## config.mk

```make
export PLATFORM = sky130hd
export DESIGN_NAME = wfi_wake_id_regs
export DESIGN_NICKNAME = d
export VERILOG_FILES = /design/src/wfi_pkg.sv /design/src/wfi_reg_if.sv /design/src/wfi_id_matcher.sv /design/src/wfi_spi_slave.sv /design/src/wfi_wake_id_regs.sv
export SDC_FILE = /design/constraint.sdc
export NUM_CORES = 1
export LEC_CHECK = 0
export ABC_CLOCK_PERIOD_IN_PS = 4000
export BUFFER_PORTS_ARGS = -buffer_cell sky130_fd_sc_hd__buf_2
export CAP_MARGIN = 10
export CORE_MARGIN = 10
export CORE_UTILIZATION = 48
export CTS_BUF_LIST = sky130_fd_sc_hd__clkbuf_4 sky130_fd_sc_hd__clkbuf_8 sky130_fd_sc_hd__clkbuf_16
export DETAILED_ROUTE_END_ITERATION = 6
export GPL_ROUTABILITY_DRIVEN = 0
export GPL_TIMING_DRIVEN = 0
export MAX_ROUTING_LAYER = met4
export PLACE_DENSITY = 0.66
export SYNTH_ARGS = -nofsm -noshare
export SYNTH_HDL_FRONTEND = slang
export SYNTH_SLANG_ARGS = --single-unit
```

## constraint.sdc

```tcl
create_clock -name ref_clk_i -period 4 [get_ports ref_clk_i]
set_input_delay 0.6 -clock ref_clk_i [delete_from_list [all_inputs] [get_ports ref_clk_i]]
set_output_delay 0.6 -clock ref_clk_i [all_outputs]
set_load 0.01 [all_outputs]
```

## src/wfi_pkg.sv

```systemverilog
/*
  Shared constants for the wake frame identifier filter: register offsets,
  field positions, reset values and serial frame sizes.
  Assumes the slave, bank and matcher files import it; nothing here is clocked.
*/
package wfi_pkg;

  // ==========================================================================
  // register offsets (7-bit serial address space)
  localparam logic [6:0] WFI_ADDR_W_EXT_ID_HIGH    = 7'h30;
  localparam logic [6:0] WFI_ADDR_W_EXT_ID_MID     = 7'h31;
  localparam logic [6:0] WFI_ADDR_W_ID_FORMAT_TOP  = 7'h32;
  localparam logic [6:0] WFI_ADDR_W_BASE_ID_LOW    = 7'h33;
  localparam logic [6:0] WFI_ADDR_W_EXT_MASK_TOP   = 7'h34;
  localparam logic [6:0] WFI_ADDR_W_EXT_MASK_MID   = 7'h35;
  localparam logic [6:0] WFI_ADDR_W_EXT_MASK_LOW   = 7'h36;
  localparam logic [6:0] WFI_ADDR_W_BASE_MASK_HIGH = 7'h37;
  localparam logic [6:0] WFI_ADDR_W_BASE_MASK_DLC  = 7'h38;

  // ==========================================================================
  // field positions inside the byte registers
  localparam int unsigned WFI_FMT_BIT         = 5;
  localparam int unsigned WFI_EXT_IDENT_BITS_1_0_LSB  = 6;
  localparam int unsigned WFI_BASE_LOWER_LSB  = 2;
  localparam int unsigned WFI_BASE_MASK_L_LSB = 5;

  // ==========================================================================
  // reset values
  localparam logic [7:0] WFI_RESET_BYTE = 8'h00;
  localparam logic [7:0] WFI_READ_ZERO  = 8'h00;

  // ==========================================================================
  // identifier widths; serial frame: one address byte (7 address bits, write flag last), one data byte
  localparam int unsigned WFI_ID_W          = 29;
  localparam int unsigned WFI_STD_ID_W      = 11;
  localparam logic [4:0]  WFI_ADDR_DONE_CNT = 5'h07;
  localparam logic [4:0]  WFI_OUT_FIRST_CNT = 5'h09;
  localparam logic [4:0]  WFI_FRAME_LAST    = 5'h0F;

endpackage

```

## src/wfi_reg_if.sv

```systemverilog
/*
  Carrier between the serial slave, the register bank and the matcher.
  Assumes one clock domain; all signals are synchronous to ref_clk_i.
*/
interface wfi_reg_if;

  logic [6:0]  addr;
  logic        wr_stb;
  logic [7:0]  wdata;
  logic [7:0]  rdata;
  logic [28:0] ident;
  logic [28:0] mask;
  logic        ext_sel;

  modport spi   (output addr, output wr_stb, output wdata, input rdata);
  modport bank  (input addr, input wr_stb, input wdata, output rdata,
                 output ident, output mask, output ext_sel);
  modport match (input ident, input mask, input ext_sel);

endinterface

```

## src/wfi_id_matcher.sv

```systemverilog
/*
  Compares a received frame identifier with the programmed identifier and mask.
  Assumes the frame fields come from logic on ref_clk_i and are held for the
  cycle in which frame_valid_i is high.
*/
module wfi_id_matcher
  import wfi_pkg::*;
#(
  parameter bit MASK_DONT_CARE = 1'b1
)
(
  input  wire logic        ref_clk_i,
  input  wire logic        sys_rst_i,
  input  wire logic        frame_valid_i,
  input  wire logic        frame_ext_i,
  input  wire logic [28:0] frame_id_i,
  output logic             match_o,
  wfi_reg_if.match         cfg
);
  import wfi_pkg::*;

  logic [28:0] aligned_id;
  logic [28:0] bit_ok;
  logic        match_reg;

  // a standard identifier lives in the top eleven bits of the stored layout
  assign aligned_id = frame_ext_i ? frame_id_i
                                  : {frame_id_i[10:0], 18'h00000};

  // ==========================================================================
  // per-bit compare; a mask bit of the chosen polarity makes the bit a don't-care
  for (genvar i = 0; i < WFI_ID_W; i++)
  begin : g_bit
    logic in_scope;
    assign in_scope  = cfg.ext_sel || (i >= (WFI_ID_W - WFI_STD_ID_W));
    assign bit_ok[i] = !in_scope || (cfg.mask[i] == MASK_DONT_CARE)
                       || (aligned_id[i] == cfg.ident[i]);
  end

  // ==========================================================================
  // one-cycle match pulse; the frame format must agree with the selected one
  always_ff @(posedge ref_clk_i)
  begin
    if (sys_rst_i)
      match_reg <= 1'b0;
    else
      match_reg <= frame_valid_i && (frame_ext_i == cfg.ext_sel) && (&bit_ok);
  end

  assign match_o = match_reg;

endmodule

```

## src/wfi_spi_slave.sv

```systemverilog
/*
  Serial register slave, mode 0, 16 clocks per access: 7 address bits and a
  write flag, then one data byte. Pins are synchronised into ref_clk_i, so the
  serial clock must stay below about one eighth of ref_clk_i.
*/
module wfi_spi_slave
  import wfi_pkg::*;
(
  input  wire logic ref_clk_i,
  input  wire logic sys_rst_i,
  input  wire logic sclk_i,
  input  wire logic cs_n_i,
  input  wire logic mosi_i,
  output logic      miso_o,
  output logic      miso_oe_o,
  wfi_reg_if.spi    bus
);
  import wfi_pkg::*;

  logic       sclk_s1_reg, sclk_s2_reg, sclk_s3_reg;
  logic       cs_n_s1_reg, cs_n_s2_reg;
  logic       mosi_s1_reg, mosi_s2_reg;
  logic [4:0] bit_cnt_reg;
  logic [6:0] in_shift_reg;
  logic [7:0] out_shift_reg;
  logic       is_write_reg;
  logic       load_reg;
  logic       wr_stb_reg;
  logic [7:0] wdata_reg;
  logic [6:0] addr_reg;
  logic       active;
  logic       rise;
  logic       fall;

  // ==========================================================================
  // pin synchronisers; only the second stage and later are looked at
  always_ff @(posedge ref_clk_i)
  begin
    if (sys_rst_i)
    begin
      sclk_s1_reg <= 1'b0;
      sclk_s2_reg <= 1'b0;
      sclk_s3_reg <= 1'b0;
      cs_n_s1_reg <= 1'b1;
      cs_n_s2_reg <= 1'b1;
      mosi_s1_reg <= 1'b0;
      mosi_s2_reg <= 1'b0;
    end
    else
    begin
      sclk_s1_reg <= sclk_i;
      sclk_s2_reg <= sclk_s1_reg;
      sclk_s3_reg <= sclk_s2_reg;
      cs_n_s1_reg <= cs_n_i;
      cs_n_s2_reg <= cs_n_s1_reg;
      mosi_s1_reg <= mosi_i;
      mosi_s2_reg <= mosi_s1_reg;
    end
  end

  assign active = ~cs_n_s2_reg;
  assign rise   = active & sclk_s2_reg & ~sclk_s3_reg;
  assign fall   = active & ~sclk_s2_reg & sclk_s3_reg;

  // ==========================================================================
  // bit counter and input shifter; deselect aborts a short frame
  always_ff @(posedge ref_clk_i)
  begin
    if (sys_rst_i || !active)
    begin
      bit_cnt_reg  <= 5'h00;
      in_shift_reg <= 7'h00;
    end
    else if (rise)
    begin
      bit_cnt_reg  <= bit_cnt_reg + 5'h01;
      in_shift_reg <= {in_shift_reg[5:0], mosi_s2_reg};
    end
  end

  // ==========================================================================
  // address capture after the eighth bit, read data loaded one cycle later
  always_ff @(posedge ref_clk_i)
  begin
    if (sys_rst_i)
    begin
      addr_reg     <= 7'h00;
      is_write_reg <= 1'b0;
      load_reg     <= 1'b0;
    end
    else
    begin
      load_reg <= rise && (bit_cnt_reg == WFI_ADDR_DONE_CNT);
      if (rise && (bit_cnt_reg == WFI_ADDR_DONE_CNT))
      begin
        addr_reg     <= in_shift_reg;
        is_write_reg <= mosi_s2_reg;
      end
    end
  end

  // ==========================================================================
  // output shifter, advanced on falling edges of the data byte
  always_ff @(posedge ref_clk_i)
  begin
    if (sys_rst_i)
      out_shift_reg <= 8'h00;
    else if (load_reg)
      out_shift_reg <= bus.rdata;
    else if (fall && (bit_cnt_reg >= WFI_OUT_FIRST_CNT))
      out_shift_reg <= {out_shift_reg[6:0], 1'b0};
  end

  // ==========================================================================
  // write strobe on the sixteenth rising edge of a write frame
  always_ff @(posedge ref_clk_i)
  begin
    if (sys_rst_i)
    begin
      wr_stb_reg <= 1'b0;
      wdata_reg  <= 8'h00;
    end
    else
    begin
      wr_stb_reg <= rise && (bit_cnt_reg == WFI_FRAME_LAST) && is_write_reg;
      if (rise && (bit_cnt_reg == WFI_FRAME_LAST))
        wdata_reg <= {in_shift_reg, mosi_s2_reg};
    end
  end

  assign bus.addr   = addr_reg;
  assign bus.wr_stb = wr_stb_reg;
  assign bus.wdata  = wdata_reg;
  assign miso_o     = out_shift_reg[7];
  assign miso_oe_o  = active;  // pin released while deselected

endmodule

```

## src/wfi_wake_id_regs.sv

```systemverilog
/*
  Wake frame identifier filter register bank with its serial slave and the
  identifier matcher. Assumes a single 25 MHz clock with synchronous reset,
  a host driving the serial pins, and a frame decoder on the same clock
  presenting each received identifier for one cycle.
*/
// Summary of operation
// - Bit 5 of the third identifier register picks standard 11-bit (0) or extended 29-bit (1) frames.
// - Offset 30h holds extended identifier bits 17 to 10 as a full read-write byte.
// - Offset 31h holds extended identifier bits 9 to 2 as a full read-write byte.
// - Bits 7-6 at offset 32h hold extended identifier bits 1 and 0, read-write.
// - Bits 4-0 at offset 32h hold standard bits 10 to 6 or extended bits 28 to 24.
// - Bits 7-2 at offset 33h hold standard bits 5 to 0 or extended bits 23 to 18; bits 1-0 read zero.
// - Bits 1-0 at offset 34h hold extended mask bits 17 and 16; bits 7-2 read zero.
// - Offset 35h holds extended mask bits 15 to 8 as a full read-write byte.
// - Offset 36h holds extended mask bits 7 to 0 as a full read-write byte.
// - Offset 37h holds standard mask bits 10 to 3 or extended mask bits 28 to 21.
// - Every identifier and mask register leaves reset as zero in all bits.
// - Bits 7-5 at offset 38h hold standard mask bits 2 to 0 or extended mask bits 20 to 18.
module wfi_wake_id_regs
  import wfi_pkg::*;
#(
  parameter bit MASK_DONT_CARE = 1'b1
)
(
  input  wire logic        ref_clk_i,
  input  wire logic        sys_rst_i,
  input  wire logic        spi_sclk_i,
  input  wire logic        spi_cs_n_i,
  input  wire logic        spi_mosi_i,
  output logic             spi_miso_o,
  output logic             spi_miso_oe_o,
  input  wire logic        frame_valid_i,
  input  wire logic        frame_ext_i,
  input  wire logic [28:0] frame_id_i,
  output logic             id_match_o,
  output logic             ident_format_select_o
);
  import wfi_pkg::*;

  // ==========================================================================
  // stored fields
  logic [7:0] ext_ident_bits_17_10_reg;
  logic [7:0] ext_ident_bits_9_2_reg;
  logic [1:0] ext_ident_bits_1_0_reg;
  logic       ident_format_select_reg;
  logic [4:0] base_ident_upper_reg;
  logic [5:0] base_ident_lower_reg;
  logic [1:0] ext_mask_bits_17_16_reg;
  logic [7:0] ext_mask_bits_15_8_reg;
  logic [7:0] ext_mask_bits_7_0_reg;
  logic [7:0] base_mask_upper_reg;
  logic [2:0] base_mask_lower_reg;
  logic [7:0] rdata_next;

  wfi_reg_if bus ();

  // ==========================================================================
  // serial register access from the host
  wfi_spi_slave u_spi
  (
    .ref_clk_i (ref_clk_i),
    .sys_rst_i (sys_rst_i),
    .sclk_i    (spi_sclk_i),
    .cs_n_i    (spi_cs_n_i),
    .mosi_i    (spi_mosi_i),
    .miso_o    (spi_miso_o),
    .miso_oe_o (spi_miso_oe_o),
    .bus       (bus.spi)
  );

  // ==========================================================================
  // offset 30h: extended identifier high byte
  always_ff @(posedge ref_clk_i)
  begin
    if (sys_rst_i)
      ext_ident_bits_17_10_reg <= WFI_RESET_BYTE;
    else if (bus.wr_stb && (bus.addr == WFI_ADDR_W_EXT_ID_HIGH))
      ext_ident_bits_17_10_reg <= bus.wdata;
  end

  // ==========================================================================
  // offset 31h: extended identifier middle byte
  always_ff @(posedge ref_clk_i)
  begin
    if (sys_rst_i)
      ext_ident_bits_9_2_reg <= WFI_RESET_BYTE;
    else if (bus.wr_stb && (bus.addr == WFI_ADDR_W_EXT_ID_MID))
      ext_ident_bits_9_2_reg <= bus.wdata;
  end

  // ==========================================================================
  // offset 32h: low extended bits, format select and top base identifier bits
  always_ff @(posedge ref_clk_i)
  begin
    if (sys_rst_i)
    begin
      ext_ident_bits_1_0_reg  <= 2'b00;
      ident_format_select_reg <= 1'b0;
      base_ident_upper_reg    <= 5'h00;
    end
    else if (bus.wr_stb && (bus.addr == WFI_ADDR_W_ID_FORMAT_TOP))
    begin
      ext_ident_bits_1_0_reg  <= bus.wdata[WFI_EXT_IDENT_BITS_1_0_LSB +: 2];
      ident_format_select_reg <= bus.wdata[WFI_FMT_BIT];
      base_ident_upper_reg    <= bus.wdata[4:0];
    end
  end

  // ==========================================================================
  // offset 33h: lower base identifier bits; bits 1-0 are not stored
  always_ff @(posedge ref_clk_i)
  begin
    if (sys_rst_i)
      base_ident_lower_reg <= 6'h00;
    else if (bus.wr_stb && (bus.addr == WFI_ADDR_W_BASE_ID_LOW))
      base_ident_lower_reg <= bus.wdata[WFI_BASE_LOWER_LSB +: 6];
  end

  // ==========================================================================
  // offset 34h: top two extended mask bits; upper bits are not stored
  always_ff @(posedge ref_clk_i)
  begin
    if (sys_rst_i)
      ext_mask_bits_17_16_reg <= 2'b00;
    else if (bus.wr_stb && (bus.addr == WFI_ADDR_W_EXT_MASK_TOP))
      ext_mask_bits_17_16_reg <= bus.wdata[1:0];
  end

  // ==========================================================================
  // offset 35h: extended mask middle byte
  always_ff @(posedge ref_clk_i)
  begin
    if (sys_rst_i)
      ext_mask_bits_15_8_reg <= WFI_RESET_BYTE;
    else if (bus.wr_stb && (bus.addr == WFI_ADDR_W_EXT_MASK_MID))
      ext_mask_bits_15_8_reg <= bus.wdata;
  end

  // ==========================================================================
  // offset 36h: extended mask low byte
  always_ff @(posedge ref_clk_i)
  begin
    if (sys_rst_i)
      ext_mask_bits_7_0_reg <= WFI_RESET_BYTE;
    else if (bus.wr_stb && (bus.addr == WFI_ADDR_W_EXT_MASK_LOW))
      ext_mask_bits_7_0_reg <= bus.wdata;
  end

  // ==========================================================================
  // offset 37h: base mask upper byte
  always_ff @(posedge ref_clk_i)
  begin
    if (sys_rst_i)
      base_mask_upper_reg <= WFI_RESET_BYTE;
    else if (bus.wr_stb && (bus.addr == WFI_ADDR_W_BASE_MASK_HIGH))
      base_mask_upper_reg <= bus.wdata;
  end

  // ==========================================================================
  // offset 38h: only the base mask tail lives here; the length and data-mask
  // fields of that register are not stored anywhere and read zero
  always_ff @(posedge ref_clk_i)
  begin
    if (sys_rst_i)
      base_mask_lower_reg <= 3'b000;
    else if (bus.wr_stb && (bus.addr == WFI_ADDR_W_BASE_MASK_DLC))
      base_mask_lower_reg <= bus.wdata[WFI_BASE_MASK_L_LSB +: 3];
  end

  // ==========================================================================
  // read back; reserved bits and unmapped offsets read zero
  always_comb
  begin
    rdata_next = WFI_READ_ZERO;
    unique case (bus.addr)
      WFI_ADDR_W_EXT_ID_HIGH:
        rdata_next = ext_ident_bits_17_10_reg;
      WFI_ADDR_W_EXT_ID_MID:
        rdata_next = ext_ident_bits_9_2_reg;
      WFI_ADDR_W_ID_FORMAT_TOP:
        rdata_next = {ext_ident_bits_1_0_reg, ident_format_select_reg, base_ident_upper_reg};
      WFI_ADDR_W_BASE_ID_LOW:
        rdata_next = {base_ident_lower_reg, 2'b00};
      WFI_ADDR_W_EXT_MASK_TOP:
        rdata_next = {6'h00, ext_mask_bits_17_16_reg};
      WFI_ADDR_W_EXT_MASK_MID:
        rdata_next = ext_mask_bits_15_8_reg;
      WFI_ADDR_W_EXT_MASK_LOW:
        rdata_next = ext_mask_bits_7_0_reg;
      WFI_ADDR_W_BASE_MASK_HIGH:
        rdata_next = base_mask_upper_reg;
      WFI_ADDR_W_BASE_MASK_DLC:
        rdata_next = {base_mask_lower_reg, 5'h00};
      default:
        rdata_next = WFI_READ_ZERO;
    endcase
  end

  assign bus.rdata = rdata_next;

  // ==========================================================================
  // assembled 29-bit identifier and mask; the base fields always sit on top,
  // so a standard identifier is simply the upper eleven bits
  assign bus.ident = {base_ident_upper_reg, base_ident_lower_reg,
                      ext_ident_bits_17_10_reg, ext_ident_bits_9_2_reg,
                      ext_ident_bits_1_0_reg};
  assign bus.mask  = {base_mask_upper_reg, base_mask_lower_reg,
                      ext_mask_bits_17_16_reg, ext_mask_bits_15_8_reg,
                      ext_mask_bits_7_0_reg};
  assign bus.ext_sel = ident_format_select_reg;

  // ==========================================================================
  // frame identifier compare
  wfi_id_matcher #(
    .MASK_DONT_CARE (MASK_DONT_CARE)
  ) u_match
  (
    .ref_clk_i     (ref_clk_i),
    .sys_rst_i     (sys_rst_i),
    .frame_valid_i (frame_valid_i),
    .frame_ext_i   (frame_ext_i),
    .frame_id_i    (frame_id_i),
    .match_o       (id_match_o),
    .cfg           (bus.match)
  );

  assign ident_format_select_o = ident_format_select_reg;

endmodule

```

======== Yosys cells after proc, flatten, opt, wreduce, memory -nomap -nowiden ========
Cells that the tools add are included.
word-level totals
  logic and storage cells ................. 147
  bits in latches ......................... 0
  register bits ........................... 105
  output and inout bits ................... 4
  memories kept ........................... 0
  bits in read-only memories .............. 0
  bits in writable memories ............... 0
  bits of input ports ..................... 36
cells by class
  bitwise operators ....................... 7
  reductions and logical operators ........ 66
  muxes and demuxes ....................... 4
  magnitude comparators ................... 1
  shift-type cells ........................ 0
  equal/unequal tests ..................... 41
  div/mod/pow operators ................... 0
  add/subtract/negate cells ............... 1
  multipliers ............................. 0
operators with widths
  cell                                                               number
  one-hot mux 8 bit (9 select lines)                                 1
  == test 7 x 6 -> 1 bit, second input constant                      9
  logical OR 1 bit                                                   48
  == test 1 bit                                                      30
  two-way mux 29 bit                                                 1
  AND reduction 29 bit                                               1
  two-way mux 8 bit                                                  2
  logical AND 1 bit                                                  15
  adder 5 x 1 -> 5 bit, second input constant                        1
  == test 5 x 3 -> 1 bit, second input constant                      1
  == test 5 x 4 -> 1 bit, second input constant                      1
  greater-or-equal comparator 5 x 4 -> 1 bit, second input constant  1
  bitwise AND 1 bit                                                  4
  NOT 1 bit                                                          3
  nonzero test 2 bit                                                 1
  logical NOT 1 bit                                                  1

======== Longest topological paths before layout ========
Gate-level depths: netlist (run 1).
  word-level depth ........................ 6
  depth in mapped cells ................... 8
  mapped depth without buffers ............ 7

======== By module ========
A second synthesis (run 1) with hierarchy kept.
unflattened totals
  cells, all modules ...................... 652
  area total of the unflattened synthesis .. 5524.0 µm²
modules (own cells, without submodules)
  module            times used  area an instance (µm²)  cells each  seq. area each (µm²)
  wfi_wake_id_regs  1           3114.2                  368         1181.1
  wfi_spi_slave     1           1771.7                  197         900.9
  wfi_id_matcher    1           638.1                   87          20.0

======== Worst setup path before layout (run 1) ========
Ideal clock, no wire load.
  kind .................................... input port to flip-flop
  start ................................... input port frame_id_i[0]
  end ..................................... register u_match.match_reg, in the netlist u_match.match_o
  buffers on the path ..................... 0
  setup time .............................. 60 ps
  stages on the path ...................... 5
  data required time ...................... 3940 ps
  arrival ................................. 1656 ps
  path slack .............................. 2284 ps
  cell sequence ........................... xnor2_1 -> o22ai_1 -> or4_1 -> o41ai_1 -> and3_1
between the ends
  word-level cells in the longest chain between the ends .. 5
  elaborated cells between the ends (all ways) .. 7
  classes of those cells .................. 2 x eq/ne; 1 x mux; 4 x reduce/logical
RTL lines
  element                 line                    text
  start, declared         wfi_wake_id_regs.sv:35  input wire logic [28:0] frame_id_i,
  two-way mux 29 bit *    wfi_id_matcher.sv:27    assign aligned_id = frame_ext_i ? frame_id_i
  == test 1 bit           wfi_id_matcher.sv:37    || (aligned_id[i] == cfg.ident[i]);
  logical OR 1 bit        wfi_id_matcher.sv:37
  AND reduction 29 bit *  wfi_id_matcher.sv:47    match_reg <= frame_valid_i && (frame_ext_i == cfg.ext_sel) && (&bit_ok);
  logical AND 1 bit *     wfi_id_matcher.sv:47
  end signal, assigned    wfi_id_matcher.sv:47
  end, declared           wfi_id_matcher.sv:24    logic match_reg;
Every way passes the cells marked *; elsewhere a longest branch is shown, timed or not.
A chain may end at the register's enable or synchronous reset.

======== Worst setup path in the final report (run 1) ========
  start ................................... register ext_ident_bits_1_0_reg[0]
  end ..................................... register u_match.match_reg, in the netlist u_match.match_o
between the ends
  word-level cells in the longest chain between the ends .. 4
RTL lines
  element                 line                     text
  start, declared         wfi_wake_id_regs.sv:45   logic [1:0] ext_ident_bits_1_0_reg;
  start signal, assigned  wfi_wake_id_regs.sv:104  ext_ident_bits_1_0_reg <= bus.wdata[WFI_EXT_IDENT_BITS_1_0_LSB +: 2];
  == test 1 bit           wfi_id_matcher.sv:37
  logical OR 1 bit        wfi_id_matcher.sv:37
  AND reduction 29 bit    wfi_id_matcher.sv:47
  logical AND 1 bit       wfi_id_matcher.sv:47
Every way passes these cells.

==> results of run 1 <==
-- report_power, final --
group	total, mW	switching, mW	internal, mW	leakage, nW
Clock	0.674	0.379	0.295	0.0973
Sequential	1.05	0.00203	1.05	0.847
Combinational	0.0956	0.0563	0.0394	1.19
-- per-stage QoR --
stage	total power, mW	setup WS (ns)	cells	hold slack (ns)
after floorplan	1.128	2.284	609	0.3895
after detailed placement	1.169	1.741	784	0.4114
after CTS	1.830	2.065	800	0.3828
final	1.819	1.994	800	0.3916
after global placement	1.167	1.706	784	0.3958
after global routing	1.869	1.856	800	0.3900
-- synth_stat cells (all sizes together) (3+ instances only) --
cell type and number:
dfxtp 105, nand2 102, a21oi 68, nand3 53, nor2 41, mux2i 38, clkbuf 26, buf 23
xor2 17, o22ai 10, and3 9, o21ai 9, and3b 8, mux2 8, nor2b 8, a22oi 7
xnor2 7, a21boi 6, o21bai 6, inv 4, mux4 4, and2 3, ha 3, nand2b 3
nor3 3, nor4 3, or2 3
-- area by class of cell --
class / count / area, um2
buffer: 50 / 231.5
fill: 975 / 4672
multi-input combinational: 449 / 2731
clock inverter: 7 / 78.83
timing repair buffer: 39 / 195.2
tap: 136 / 170.2
inverter: 5 / 18.77
sequential: 105 / 2102
clock buffer: 9 / 123.9
-- worst reg2reg max path, stage by stage (launching register included) --
cell     delay (ns)
dfxtp_1        0.35
xnor2_1        0.31
o22ai_1        0.13
or4_1          0.58
o41ai_1        0.36
and3_1         0.22
-- cell families after synthesis --
group                    after synthesis  share of synthesized area [%]
AND/OR/NAND/NOR                      246                          22.82
AO/OA/AOI/OAI                        126                          15.01
flip-flops                           105                          41.35
buffers and inverters                 55                          4.922
multiplexers                          50                          11.03
XOR/XNOR                              24                          4.135
adder cells (fa/ha/maj)                3                         0.7384
-- worst paths after layout --
kind	start	to	slack (ns)	cells past startpoint
worst max-delay path	ext_ident_bits_1_0_reg[0]$_SDFFE_PP0P_	u_match.match_o$_SDFF_PP0_	1.99	5
worst min-delay path	spi_cs_n_i	u_spi.cs_n_s1_reg$_SDFF_PP1_	0.39	2
worst max register to register	ext_ident_bits_1_0_reg[0]$_SDFFE_PP0P_	u_match.match_o$_SDFF_PP0_	1.99	5
worst min register to register	u_spi.cs_n_s1_reg$_SDFF_PP1_	u_spi.cs_n_s2_reg$_SDFF_PP1_	0.44	1
-- metal layers --
layer  up-vias  share of wire, %  GRT usage [%]
met4         0               4.5          10.68
met2       195                47          33.47
met1      2223                41          26.22
met3        50               8.0          4.148
li1       2221                 -              -
met5         -                 0              -
==> flow_summary.ini, run 1 <==
[detailed_routing]
dr.pass1.iters = 7
drc = 0
dr_total_vias = 4689
drt-total-wl_um = 15470
ant_nets = 0
drt_iter0_drc = 597
vias_per_cell = 5.861
routedWlPerCell_um = 19.34

[power_and_ir_drop]
leakage_nw = 2.134
p_per_area_nw_per_um2 = 321.9
ir_drop_v = 0.0002245

[global_routing]
grt_remaining_overflow = 0
grt_usage_pct = 21.51
grt_pass1_wl_um = 24550
grt_max_degree = 19
antenna_found_initial = 0
grt_pass1_vias = 4642

[synth]
synthCells = 609
synth-seq-area-share_pct = 41.35
synth_top_cell_by_area = dfxtp_1
ys.flop_type = dfxtp_1
postSynthAreaPerCell_um2 = 8.347
ys_ff_latch = 105
synth_edf_count = 0
syn_nets = 648
async_flop_share_pct = 0
synthDominantCellAreaShare_pct = 41.35
syn_area_um2 = 5084
yosysUniqueCellTypes = 58
synthTopCellsByArea = dfxtp_1 41%, nand2_1 7.5%, mux2i_1 7.5%
yosysWarningCount = 0

[cts]
worstSkewPairLatency_ns = 0.38
cts_resized = 0
cts.clk_slew.worst_paths_ns = 0.10
htreeDepth = 3
cts_hold_buf = 0
cts_buffers = 9
cts_root_buffer = clkbuf_8
cts_tree = done
cts_buffer_depth = 2
cts_sinks = 105
post_cts_buffers = 0

[setup_path]
crit_family = simple AND/OR/NAND/NOR gates
cp_slowest_cell = or4_1
cp_max_fo = 3
path_buf_inv = 0
crit_type = reg2reg
cp.arrival_ns = 2.34
end_kind = register
crit_chain = xnor2_1 -> o22ai_1 -> or4_1 -> o41ai_1 -> and3_1
cpPeakStageDelay_ns = 0.58
cp.required_ns = 4.33
cp-start-kind = register

[final_layout]
diodes = 0
area_growth_syn_to_layout_pct = 11.17
final_cell_mix = 105 x dfxtp_1, 102 x nand2_1, 67 x a21oi_1, 58 x buf_2, 52 x nand3_1
drive_above_1_share_pct = 14.76
nNetsFinal = 698
fin_area_um2 = 5652
final_common_cell = dfxtp_1
finish.utilization_pct = 54.74

[sta]
finalCriticalPeriod_ns = 2.006
rsz0062_at_grt = false
max_freq_mhz = 498.4
max-slew-margin-rel_pct = 54.30
finalCritPeriodShare_pct = 50.16
finClkSkew_ns = 0.01557
hold_viol = 0
worstMarginPinSlew_ns = 0.6856
fin_setup_tns_ns = 0
drv_slew = 0
finalSetupViolCount = 0

[place]
dpl_cell_area_um2 = 5449
io_buffers = 39
dp_hpwl_um = 11680

[worst_hold_path]
hold_path.class = in2reg

[run]
drv_cap = 0

[run_status]
outcome = finished, final reports clean

[die]
die_h_um = 122.9
initial_utilization_pct = 49.24
num_rows = 37
dieWidth_um = 122.9
fp.dieArea_um2 = 15110
ios = 40
coreArea_um2 = 10320
Note: power is estimated with default switching activity, not from simulation.
==> run 2, diff against run 1 <==
Settings changed: ABC_AREA set to 1, ABC_CLOCK_PERIOD_IN_PS 4000 to 1800, PLACE_DENSITY 0.66 to 0.69.
Clock period 4 ns to 1.8 ns, I/O delays scaled along.
==> flow_summary.ini, run 2 <==
[cts]
cts_sinks = 105
htreeDepth = 3
worstSkewPairLatency_ns = 0.39
cts_buffers = 9
cts.clk_slew.worst_paths_ns = 0.10
cts_buffer_depth = 2
cts_tree = done
cts_root_buffer = clkbuf_8

[sta]
hold_viol = 0
rsz0062_at_grt = false
finalCriticalPeriod_ns = 1.734
finalCritPeriodShare_pct = 96.32
fin_setup_tns_ns = 0
max-slew-margin-rel_pct = 60.70
finClkSkew_ns = 0.01019
finalSetupViolCount = 0
worstMarginPinSlew_ns = 0.5894
max_freq_mhz = 576.8
drv_slew = 0

[power_and_ir_drop]
p_per_area_nw_per_um2 = 679.8
ir_drop_v = 0.0004283
pwr-share-seq_pct = 58.3
p_int_mw = 2.971
power_mw = 4.002
leakage_nw = 2.310
p_clk_share_pct = 35.5
pwr-share-comb_pct = 6.2
p_sw_mw = 1.031
switching_share_pct = 25.76

[synth]
ys_ff_latch = 105
postSynthAreaPerCell_um2 = 6.800
ys.flop_type = dfxtp_1
syn_nets = 812
synth_top_cell_by_area = dfxtp_1
synth_commonest_cells = 123 x o21ai_0, 122 x nand2_1, 105 x dfxtp_1
yosysMostFrequentCell = o21ai_0
yosysUniqueCellTypes = 26
synthCells = 773
synth-seq-area-share_pct = 39.99
synth_edf_count = 0
synthDominantCellAreaShare_pct = 39.99
synthTopCellsByArea = dfxtp_1 40%, o21ai_0 12%, a21oi_1 9.8%
yosysWarningCount = 0
syn_area_um2 = 5256
async_flop_share_pct = 0

[die]
fp.dieArea_um2 = 15540
coreArea_um2 = 10790
num_rows = 38
die_h_um = 124.6
ios = 40
initial_utilization_pct = 48.70
dieWidth_um = 124.6

[final_layout]
fin_area_um2 = 5887
regArea_um2 = 2103
fill_cells = 1036
drive_above_1_share_pct = 13.45
final_common_cell = nand2_1
nNetsFinal = 867
final_cell_mix = 121 x nand2_1, 118 x o21ai_0, 104 x dfxtp_1, 103 x a21oi_1, 102 x inv_1
area_growth_syn_to_layout_pct = 12.00
diodes = 0
multi_input_area_um2 = 2595

[worst_hold_path]
hold_depth = 2
hold_path.class = in2reg
hp-start = spi_cs_n_i

[setup_path]
r2r-end = u_spi.out_shift_reg[6]$_SDFFE_PP0P_
reg2reg_from = u_spi.bus.addr[2]$_SDFFE_PP0P_
cp-start-kind = register
r2r_setup_slack_ns = 0.07
cp_max_fo = 8
cp.required_ns = 2.12
crit_type = reg2reg
crit_path_end = u_spi.out_shift_reg[6]$_SDFFE_PP0P_
cp.arrival_ns = 2.05
reg2reg_depth = 8
end_kind = register
cp-startpoint = u_spi.bus.addr[2]$_SDFFE_PP0P_

[detailed_routing]
drc = 0
ant_nets = 0
vias_per_cell = 5.738
dr_total_vias = 5583
routedWlPerCell_um = 17.27
drt-total-wl_um = 16800
dr.pass1.iters = 7
drt_iter0_drc = 672

[global_routing]
grt_max_degree = 19
antenna_found_initial = 0
grt_pass1_wl_um = 26230
grt_remaining_overflow = 0
grt_pass1_vias = 5029
grt_usage_pct = 21.23

[place]
dp_hpwl_um = 12580
dpl_cell_area_um2 = 5622
io_buffers = 38

[run_status]
outcome = finished, final reports clean

[run]
drv_cap = 0
[run 2: cell count changes after synthesis, sizes merged, moves of 17 or more]
cell and change:
o21ai +117, inv +101, mux2i -38, a21oi +35
nand3 +29, nand2 +24, nor2 +21, xor2 -17
[run 2: metal layers]
metal | track usage, % | part of all wire [%] | up-vias
li1 | - | - | 2679
met1 | 26.64 | 41 | 2557
met2 | 32.41 | 45 | 291
met3 | 3.106 | 9.8 | 56
met4 | 10.97 | 4.3 | 0
met5 | - | 0 | -
[run 2: power groups by stage]
stage | Clock, mW | Combinational [mW] | Sequential (mW)
2_1_floorplan | 0 | 0.142 | 2.39
3_3_place_gp | 0 | 0.236 | 2.39
3_5_place_dp | 0 | 0.242 | 2.39
4_1_cts | 1.43 | 0.242 | 2.33
5_1_grt | 1.53 | 0.275 | 2.34
6_report | 1.42 | 0.247 | 2.33
[run 2: cells by family (layout without fill, tap and decap cells)]
family	Yosys count	after routing	synth area share (%)
compound gates	230	230	21.95
xor+xnor	1	1	0.1667
fa+ha+maj	3	3	0.7142
buf+inv	138	198	10.97
flops	105	105	39.99
simple gates	296	296	26.21
[run 2: area by class of cell]
cell class,instances,area share [%]
multi-input cells,530,44.08
repair buffers,44,4.208
clock inverters,6,0.8502
clock buffers,10,2.338
flip-flops and latches,105,35.73
well taps,140,2.976
inverters,105,6.695
plain buffers,33,3.124
[run 2: what timing repair did]
item	4_1_cts	5_1_grt
hold buffers	0	0
endpoints found under the setup margin	0	14
resized for setup	0	14
setup buffers	0	6
[run 2: worst min path at each step]
stage                                         endpoint  slack, ns
after global placement    u_spi.mosi_s2_reg$_SDFF_PP0_       0.39
after detailed placement  u_spi.sclk_s2_reg$_SDFF_PP0_       0.40
after global routing      u_spi.cs_n_s1_reg$_SDFF_PP1_       0.06
final                     u_spi.cs_n_s1_reg$_SDFF_PP1_       0.05
after CTS                 u_spi.cs_n_s1_reg$_SDFF_PP1_       0.05
after floorplan            u_spi.bus.wr_stb$_SDFF_PP0_       0.35
[run 2: worst max-delay path, cell delays in order (launching register included)]
cell and delay (ns):
dfxtp_1 0.40, nand2_1 0.23, nor2_4 0.28, nand2_1 0.10
o21ai_0 0.31, nor2_1 0.07, nand2_1 0.09, nand2_1 0.06
a21oi_1 0.12
[run 2: metrics by stage]
| stage | utilization (%) | setup slack [ns] | hold WS, ns | cells |
|---|---|---|---|---|
| after global routing | 54.54 | 0.002176 | 0.06296 | 973 |
| after detailed placement | 52.09 | -0.02641 | 0.4002 | 951 |
| after floorplan | - | 0.3396 | 0.3468 | 773 |
| after CTS | 53.83 | 0.01330 | 0.05311 | 967 |
| after global placement | 52.09 | -0.007891 | 0.3939 | 951 |
| final | 54.54 | 0.06626 | 0.05418 | 973 |
